File: src/pkg/ccp_pkg.sv
// Package for the converter configuration port: word layout, reset values, states.
// Assumes a 50 MHz system clock sampling the serial link pins.
package ccp_pkg;
    localparam int CCP_WORD_WIDTH = 9;
    localparam int CCP_START_POS = 8;
    localparam int CCP_SIGN_POS = 7;
    localparam int CCP_WIDE_POS = 6;
    localparam int CCP_SLEEP_POS = 5;
    localparam int CCP_CODE_POS = 2;
    localparam int CCP_LAST_COUNT = 9;
    localparam logic [8:0] CCP_WORD_RESET = 9'h000;
    localparam logic [3:0] CCP_COUNT_RESET = 4'h0;
    localparam int CCP_SYNC_STAGES = 2;

    typedef enum logic [1:0] {
        CCP_IDLE = 2'b00,
        CCP_SHIFT = 2'b01,
        CCP_DONE = 2'b11
    } ccp_state_type;

    typedef enum logic [1:0] {
        CCP_RANGE_UNI5 = 2'b00,
        CCP_RANGE_UNI10 = 2'b01,
        CCP_RANGE_BIP5 = 2'b10,
        CCP_RANGE_BIP10 = 2'b11
    } ccp_range_type;
endpackage : ccp_pkg

File: src/pkg/ccp_link_if.sv
// Interface carrying synchronised link levels from the synchroniser to the port logic.
// Assumes both ends run on the same system clock.
`timescale 1ns/1ps
interface ccp_link_if;
    logic selectN;
    logic serialIn;
    logic serialClock;
    modport sync (output selectN, output serialIn, output serialClock);
    modport core (input selectN, input serialIn, input serialClock);
endinterface : ccp_link_if

File: src/hdl/ccp_sync.sv
// Two-flop synchroniser for the three configuration link pins.
// Assumes pins are asynchronous to clock.
`timescale 1ns/1ps
module ccp_sync (
    // Clock and reset
    input wire logic clock,
    input wire logic arst_n,
    // Raw pins
    input wire logic cfgSelectPin_n,
    input wire logic cfgSerialInPin,
    input wire logic cfgSerialClockPin,
    // Synchronised levels
    ccp_link_if.sync link
);
    import ccp_pkg::*;
    logic [2:0] stage1_q;
    logic [2:0] stage2_q;

    // Select idles high so a reset does not look like a frame
    always_ff @(posedge clock or negedge arst_n) begin
        if (!arst_n) begin
            stage1_q <= 3'h4;
            stage2_q <= 3'h4;
        end else begin
            stage1_q <= {cfgSelectPin_n, cfgSerialInPin, cfgSerialClockPin};
            stage2_q <= stage1_q;
        end
    end

    assign link.selectN = stage2_q[2];
    assign link.serialIn = stage2_q[1];
    assign link.serialClock = stage2_q[0];
endmodule : ccp_sync

File: src/hdl/converter_config_port.sv
// Configuration logic: pin straps or serial write-only configuration word.
// Assumes link pins are asynchronous and sampled by the 50 MHz clock.
`timescale 1ns/1ps
module converter_config_port (
    // Clock and reset
    input wire logic clock,
    input wire logic arst_n,
    // Mode straps
    input wire logic interface_select,
    input wire logic config_source_select,
    input wire logic clock_edge_invert,
    // Hardware configuration pins
    input wire logic pinBipolar,
    input wire logic wide_span_select,
    input wire logic output_code_format,
    input wire logic sleep_request,
    // Serial configuration link
    input wire logic cfg_select_n,
    input wire logic cfg_serial_in,
    input wire logic cfg_serial_clock,
    // Effective configuration
    output ccp_pkg::ccp_range_type inputRange,
    output logic straightBinary,
    output logic powerDown,
    output logic wordCommitted
);
    import ccp_pkg::*;

    ////////////////////////////////////////////////////////////////////////////
    // Pin synchronisation
    ccp_link_if link ();
    logic [2:0] strapStage1_q;
    logic [2:0] strapStage2_q;
    logic [3:0] hwStage1_q;
    logic [3:0] hwStage2_q;

    ccp_sync u_sync (
        .clock(clock),
        .arst_n(arst_n),
        .cfgSelectPin_n(cfg_select_n),
        .cfgSerialInPin(cfg_serial_in),
        .cfgSerialClockPin(cfg_serial_clock),
        .link(link)
    );

    always_ff @(posedge clock or negedge arst_n) begin
        if (!arst_n) begin
            strapStage1_q <= 3'h0;
            strapStage2_q <= 3'h0;
            hwStage1_q <= 4'h0;
            hwStage2_q <= 4'h0;
        end else begin
            strapStage1_q <= {interface_select, config_source_select, clock_edge_invert};
            strapStage2_q <= strapStage1_q;
            hwStage1_q <= {pinBipolar, wide_span_select, sleep_request, output_code_format};
            hwStage2_q <= hwStage1_q;
        end
    end

    wire serialMode = strapStage2_q[2];
    wire hwSource = strapStage2_q[1];
    wire invertEdge = strapStage2_q[0];
    wire useSoftware = serialMode && !hwSource;
    wire useHardware = !useSoftware;

    ////////////////////////////////////////////////////////////////////////////
    // Edge detection on the synchronised link clock
    logic serialClockPrev_q;
    logic selectPrev_q;

    always_ff @(posedge clock or negedge arst_n) begin
        if (!arst_n) begin
            serialClockPrev_q <= 1'b0;
            selectPrev_q <= 1'b1;
        end else begin
            serialClockPrev_q <= link.serialClock;
            selectPrev_q <= link.selectN;
        end
    end

    // Each link clock half period needs over one clock; 40 MHz is out of reach
    wire riseEdge = link.serialClock && !serialClockPrev_q;
    wire fallEdge = !link.serialClock && serialClockPrev_q;
    // Inverted clock samples on the falling edge
    wire sampleEdge = invertEdge ? fallEdge : riseEdge;
    wire framed = !link.selectN && useSoftware;
    wire selectRise = link.selectN && !selectPrev_q;

    ////////////////////////////////////////////////////////////////////////////
    // Shift state machine
    ccp_state_type state_q, state_d;
    logic [8:0] shift_q, shift_d;
    logic [3:0] count_q, count_d;
    logic [8:0] word_q, word_d;
    logic committed_q, committed_d;

    wire [8:0] shifted = {shift_q[7:0], link.serialIn};
    wire lastEdge = sampleEdge && (count_q == 4'(CCP_LAST_COUNT - 1));
    // Keep reserved bits of the active word unchanged
    wire [8:0] mergedWord = {shifted[CCP_START_POS], shifted[7:5], word_q[4:3],
                             shifted[CCP_CODE_POS], word_q[1:0]};

    always_comb begin
        state_d = state_q;
        shift_d = shift_q;
        count_d = count_q;
        word_d = word_q;
        committed_d = 1'b0;
        unique case (state_q)
            CCP_IDLE: begin
                // Frame starts on the first sampling edge that finds the data line high
                if (framed && sampleEdge && link.serialIn) begin
                    shift_d = {8'h00, link.serialIn};
                    count_d = 4'h1;
                    state_d = CCP_SHIFT;
                end
            end
            CCP_SHIFT: begin
                if (!framed) begin
                    count_d = CCP_COUNT_RESET;
                    state_d = CCP_IDLE;
                end else if (lastEdge) begin
                    word_d = mergedWord;
                    committed_d = 1'b1;
                    count_d = CCP_COUNT_RESET;
                    state_d = CCP_DONE;
                end else if (sampleEdge) begin
                    shift_d = shifted;
                    count_d = count_q + 4'h1;
                end
            end
            CCP_DONE: begin
                // Extra edges ignored until select releases
                if (!framed) begin
                    state_d = CCP_IDLE;
                end
            end
            default: begin
                state_d = CCP_IDLE;
            end
        endcase
    end

    always_ff @(posedge clock or negedge arst_n) begin
        if (!arst_n) begin
            state_q <= CCP_IDLE;
            shift_q <= CCP_WORD_RESET;
            count_q <= CCP_COUNT_RESET;
            word_q <= CCP_WORD_RESET;
            committed_q <= 1'b0;
        end else begin
            state_q <= state_d;
            shift_q <= shift_d;
            count_q <= count_d;
            word_q <= word_d;
            committed_q <= committed_d;
        end
    end

    ////////////////////////////////////////////////////////////////////////////
    // Output selection; software word or live pins
    wire [1:0] swRange = word_q[CCP_SIGN_POS:CCP_WIDE_POS];
    wire [1:0] hwRange = hwStage2_q[3:2];
    wire [1:0] rangeSel = useHardware ? hwRange : swRange;
    wire codeSel = useHardware ? hwStage2_q[0] : word_q[CCP_CODE_POS];
    wire sleepSel = useHardware ? hwStage2_q[1] : word_q[CCP_SLEEP_POS];

    always_ff @(posedge clock or negedge arst_n) begin
        if (!arst_n) begin
            inputRange <= CCP_RANGE_UNI5;
            straightBinary <= 1'b0;
            powerDown <= 1'b0;
        end else begin
            inputRange <= ccp_range_type'(rangeSel);
            straightBinary <= codeSel;
            powerDown <= sleepSel;
        end
    end

    assign wordCommitted = committed_q;
endmodule : converter_config_port

File: config.mk
export PLATFORM = sky130hd
export DESIGN_NAME = converter_config_port
export DESIGN_NICKNAME = d
export VERILOG_FILES = /design/src/pkg/ccp_pkg.sv /design/src/pkg/ccp_link_if.sv /design/src/hdl/ccp_sync.sv /design/src/hdl/converter_config_port.sv
export SDC_FILE = /design/constraint.sdc
export NUM_CORES = 1
export LEC_CHECK = 0
export BUFFER_PORTS_ARGS = -buffer_cell sky130_fd_sc_hd__buf_4
export CAP_MARGIN = 20
export CELL_PAD_IN_SITES_DETAIL_PLACEMENT = 1
export CELL_PAD_IN_SITES_GLOBAL_PLACEMENT = 1
export CORE_MARGIN = 2
export CORE_UTILIZATION = 28
export CTS_BUF_LIST = sky130_fd_sc_hd__clkbuf_8
export DETAILED_ROUTE_END_ITERATION = 6
export PLACE_DENSITY_LB_ADDON = 0.3
export SLEW_MARGIN = 20
export SYNTH_ARGS = -nofsm -noshare
export SYNTH_HDL_FRONTEND = slang
export SYNTH_HIERARCHICAL = 1
export SYNTH_SLANG_ARGS = --single-unit
File: constraint.sdc
create_clock -name clock -period 3.7 [get_ports clock]
set_clock_uncertainty 0.2 [all_clocks]
set_input_delay 0.74 -clock clock [delete_from_list [all_inputs] [get_ports clock]]
set_output_delay 0.74 -clock clock [all_outputs]
set_load 0.02 [all_outputs]
==> results of run 1 <==
## layer usage
layer	track usage	part of all wire	vias up
met5	0	0	-
met1	0.114	0.43	464
met3	0.0349	0.031	4
met2	0.171	0.53	13
li1	-	-	418
met4	0.0429	0.0085	0
## where the power goes
| part | leakage (nW) | switching [mW] | total (mW) | internal [mW] |
|---|---|---|---|---|
| logic | 0.233 | 0.0226 | 0.0422 | 0.0197 |
| clock network | 0.0453 | 0.154 | 0.283 | 0.129 |
| registers | 0.537 | 0.00798 | 0.496 | 0.488 |
## layout make-up
type                       instances  share of cell area
sequential                        43               0.597
multi-input combinational         64               0.237
timing repair buffer              16              0.0664
tap                               70              0.0484
clock buffer                       5              0.0381
clock inverter                     3             0.00900
inverter                           2             0.00415
## sequential cells by signal, indices dropped and copies added, names as in the netlist
| name | cells |
|---|---|
| state_q | 2 |
| powerDown | 1 |
| serialClockPrev_q | 1 |
| hwStage2_q | 4 |
| count_q | 4 |
| strapStage1_q | 3 |
| wordCommitted | 1 |
| strapStage2_q | 3 |
| inputRange | 2 |
| u_sync/stage1_q | 3 |
| word_q | 4 |
| straightBinary | 1 |
| hwStage1_q | 4 |
| shift_q | 7 |
| u_sync/stage2_q | 3 |
## through the flow
stage               instances  setup WS, ns
global placement          195          1.53
global route              203          1.24
detailed placement        195          1.47
finish                    203          1.46
CTS                       203          1.46
floorplan                 112          1.65
## placed cells by master (no fill, tap or decap)
cell type / instances
o21ai_0: 5
or3b_1: 1
o211a_1: 1
a21oi_1: 4
nor3b_2: 1
o41ai_1: 1
nand3_1: 4
dfrtp_1: 41
and2_4: 1
or4b_1: 1
nor2b_1: 1
o21ai_1: 4
nor2_1: 4
buf_4: 16
dfstp_2: 2
mux2_2: 9
nand2_1: 15
inv_1: 3
mux2i_1: 1
clkinv_2: 1
nand2b_1: 1
nor3_1: 2
clkbuf_8: 5
nand3b_1: 3
clkinvlp_4: 1
a211o_1: 1
or4b_4: 1
nor3_2: 1
ha_1: 2
## final timing paths
check | slack (ns) | end | cells after the start | from
setup reg to reg | 1.46 | word_q[2] | 4 | state_q[0]
min in group asynchronous | 0.21 | u_sync/stage1_q[0] | 1 | arst_n
max in group asynchronous | 2.71 | u_sync/stage1_q[2] | 1 | arst_n
hold reg to reg | 0.15 | u_sync/stage2_q[1] | 0 | u_sync/stage1_q[1]
setup / recovery | 1.46 | word_q[2] | 4 | state_q[0]
hold / removal | 0.15 | u_sync/stage2_q[1] | 0 | u_sync/stage1_q[1]
## worst max-delay path: cells and delay by family, from the launching register on
| family | cells | cell delay, ns |
|---|---|---|
| and+or+nand+nor | 3 | 1.13 |
| muxes | 1 | 0.39 |
| DFF | 1 | 0.42 |
## kinds of logic after synthesis
logic type	after synthesis	synth area share
simple gates	36	0.131
buf+inv	5	0.0131
fa+ha+maj	2	0.0164
mux	10	0.0729
compound gates	16	0.0606
flops	43	0.706
==> qor.csv, run 1 <==
metric,value,unit
post_drt_via_cell_ratio,4.43,
syn_area,1530,um2
ctsHoldBuffers,0,
grt_max_degree,44,
multi_input_area,429,um2
synth_edf_count,0,
seq_area_frac_synth,0.706,
syn_inst,112,
fp-row-count,26,
synth_seq_cells,43,
outcome,"finished, final reports clean",
core_area,5170,um2
peakVddDrop,251,uV
crit_path_start_kind,flop,
path_class,reg -> reg,
grt_pass1_vias,1007,
antenna_found_initial,0,
synth-main-ff-cell,dfrtp_1,
cts.clk_slew.worst_paths,0.08,ns
drc,0,
start_util,0.295,
finalHoldViolCount,0,
postCtsResizedCells,0,
vias,899,
cp_cell_sequence,"nor2b_1, nand2_1, nor3_2, mux2_2",
syn_area_per_cell,13.6,um2
rsz0062_at_grt,false,
antenna_left,0,
synth_area_leaders,"dfrtp_1, mux2_2, nand2_1, dfstp_2, ha_1",
gp_congestion,0.797,
final.setup.tns,0,ns
power,0.821,mW
path_max_fanout,9,
hold_path_class,reg -> reg,
fin_crit_sh,0.606,
die_h,77.9,um
maxCapViolations,0,
die_w,77.9,um
firstDrtPassIters,4,
tightest_slew,0.595,ns
p_leak,0.815,nW
crit_path_top_delay_cell,nor2b_1,
post_cts_buffers,0,
grt_usage,0.100,
yosysUniqueCellTypes,27,
final_cell_area,1810,um2
cts_buffers,5,
synth.top_cells.by_count,"dfrtp_1, nand2_1, mux2_2, o21ai_0",
max_slew_margin,0.603,
io_buffer_count,16,
finalCoreUtilization,0.350,
cts_tree,yes,
drtIter0Drc,53,
clk_latency,0.29,ns
async_flop_share,1.00,
slew_violations,0,
grt_pass1_wl,4660,um
hold-worst-slack,0.151,ns
n_fill_cell,566,
cp.arrival,2.22,ns
place_area,1720,um2
post_drt_wl_per_cell,13.4,um
clockRootBuffer,clkbuf_8,
layout.nets,146,
totalWireLength,2710,um
dieArea,6060,um2
clock_sinks,43,
cpPeakStageDelay,0.53,ns
yosysTopAreaCellShare,0.672,
yosysWarnings,6,
cts.htree.levels,2,
drive_above_1_share,0.286,
dp_hpwl,1940,um
setup_violations,0,
post-route-min-period,2.24,ns
antenna_cells,0,
seq_area,1080,um2
syn_nets,126,
post-synth-top-count-cell,dfrtp_1,
yosys.area.top_type,dfrtp_1,
crit_path_end_kind,flop,
fmax,446,MHz
io_pins,17,
power.density,454,nW/um2
required,3.67,ns
syn2layout_area_growth,18.3,%
cts_buffer_depth,2,
grt_overflow_total,0,
Power figures use the tool's default switching activity.
==> run 2: changes to the inputs <==
Clock period 3.7 ns to 2 ns, I/O delays scaled along.
==> run 2 against run 1 <==
Effect of this change: the flow now finishes with violations (negative setup slack); sequential power is 85% higher; flip-flop and latch count unchanged; routed wire length increased by 8.6%; die area unchanged; non-clock buffer count grew 16; power up 86%; maximum frequency increased by 8.0%; clock-buffer cell count unchanged; cell area grew 11%; highest routed layer unchanged.
==> qor.csv, run 2 (synthesis results as in run 1) <==
metric,value,unit
outcome,finished with violations,
violations,negative setup slack,
rsz0062_at_grt,true,
io_pins,17,
totalWireLength,2950,um
maxCapViolations,0,
die_w,77.9,um
crit_buf_inv,0,
final_cell_mix,"dfrtp_1, buf_4, nand2_1",
cp_cell_sequence,"or3b_4, and2_4, or4b_4, mux2_2",
slew_violations,0,
fp-row-count,26,
required,1.97,ns
cp.arrival,2.05,ns
path_max_fanout,3,
path_class,reg -> reg,
grt_usage,0.105,
final.setup.tns,-0.563,ns
hold_path_class,in -> reg,
tightest_slew,0.532,ns
p_leak,0.910,nW
fmax,481,MHz
grt_overflow_total,0,
dieArea,6060,um2
post_drt_wl_per_cell,13.4,um
finalHoldViolCount,0,
gp_congestion,0.724,
antenna_found_initial,0,
max_slew_margin,0.645,
power.density,761,nW/um2
start_util,0.295,
cp_top_family,simple AND/OR/NAND/NOR gates,
cts_buffers,5,
drtIter0Drc,45,
antenna_cells,0,
cts_tree,yes,
top_register,shift_q,
cts.htree.levels,2,
n_fill_cell,550,
antenna_left,0,
fin_ws,-0.0771,ns
clock_sinks,43,
multi_input_area,490,um2
crit_path_end_kind,flop,
drive_above_1_share,0.409,
clockRootBuffer,clkbuf_8,
dp_hpwl,1990,um
fin_crit_sh,1.04,
grt_pass1_vias,1022,
firstDrtPassIters,4,
drc,0,
grt_max_degree,44,
hold-worst-slack,0.0113,ns
setup_violations,12,
crit_path_top_delay_cell,or4b_4,
crit_path_start_kind,flop,
syn2layout_area_growth,31.7,%
cts_buffer_depth,2,
vias,954,
io_buffer_count,16,
post-route-min-period,2.08,ns
core_area,5170,um2
seq_area,1080,um2
clk_latency,0.29,ns
final_common_cell,dfrtp_1,
cts.clk_slew.worst_paths,0.08,ns
grt_pass1_wl,4920,um
peakVddDrop,260,uV
cpPeakStageDelay,0.52,ns
post_drt_via_cell_ratio,4.36,
largest_register_ffs,7,
layout.nets,162,
die_h,77.9,um
-- run 2: path summary, 6_finish.rpt --
kind                                            to                from  depth (start not counted)  slack [ns]
max in group asynchronous       u_sync/stage2_q[2]              arst_n                          2        0.79
worst max-delay path                    shift_q[0]   serialClockPrev_q                          4       -0.08
worst min-delay path                 hwStage1_q[1]       sleep_request                          1        0.01
min in group asynchronous               count_q[3]              arst_n                          2        0.42
worst max register to register          shift_q[0]   serialClockPrev_q                          4       -0.08
worst min register to register  u_sync/stage2_q[1]  u_sync/stage1_q[1]                          0        0.15
-- run 2: layout make-up --
cell class,instances,area share
Clock buffer,5,0.0342
Tap cell,70,0.0435
Multi-Input combinational cell,64,0.244
Clock inverter,3,0.00808
Sequential cell,43,0.536
Timing Repair Buffer,32,0.131
Inverter,2,0.00373
-- run 2: per-stage QoR --
step | instance area (um2) | instances | utilization | worst slack [ns] | power, mW
after global routing | 2010 | 219 | 0.389 | -0.122 | 1.62
after CTS | 1940 | 215 | 0.374 | -0.0678 | 1.56
after floorplan | 1530 | 112 | - | -0.0372 | 0.965
after detailed placement | 1780 | 202 | 0.343 | -0.125 | 1.02
after global placement | 1780 | 202 | 0.343 | -0.0441 | 1.02
final | 2010 | 219 | 0.389 | -0.0771 | 1.53
-- run 2: routing by layer --
layer	share of wire	vias to the layer above	GRT usage
li1	-	456	-
met1	0.42	482	0.125
met2	0.54	14	0.180
met3	0.033	2	0.0314
met4	0.0044	0	0.0375
met5	0	-	0
-- run 2: report_power, final --
group / switching [mW] / internal (mW)
clock network: 0.276 / 0.239
logic: 0.0477 / 0.0521
registers: 0.0140 / 0.903
total: 0.337 / 1.19
-- run 2: what timing repair did --
item	4_1_cts	5_1_grt
setup endpoints to repair	9	13
pin swaps	1	0
cloned	1	0
endpoints found under the hold margin	42	4
hold buffers	2	4
buffers inserted	2	0
gates resized for setup	13	10
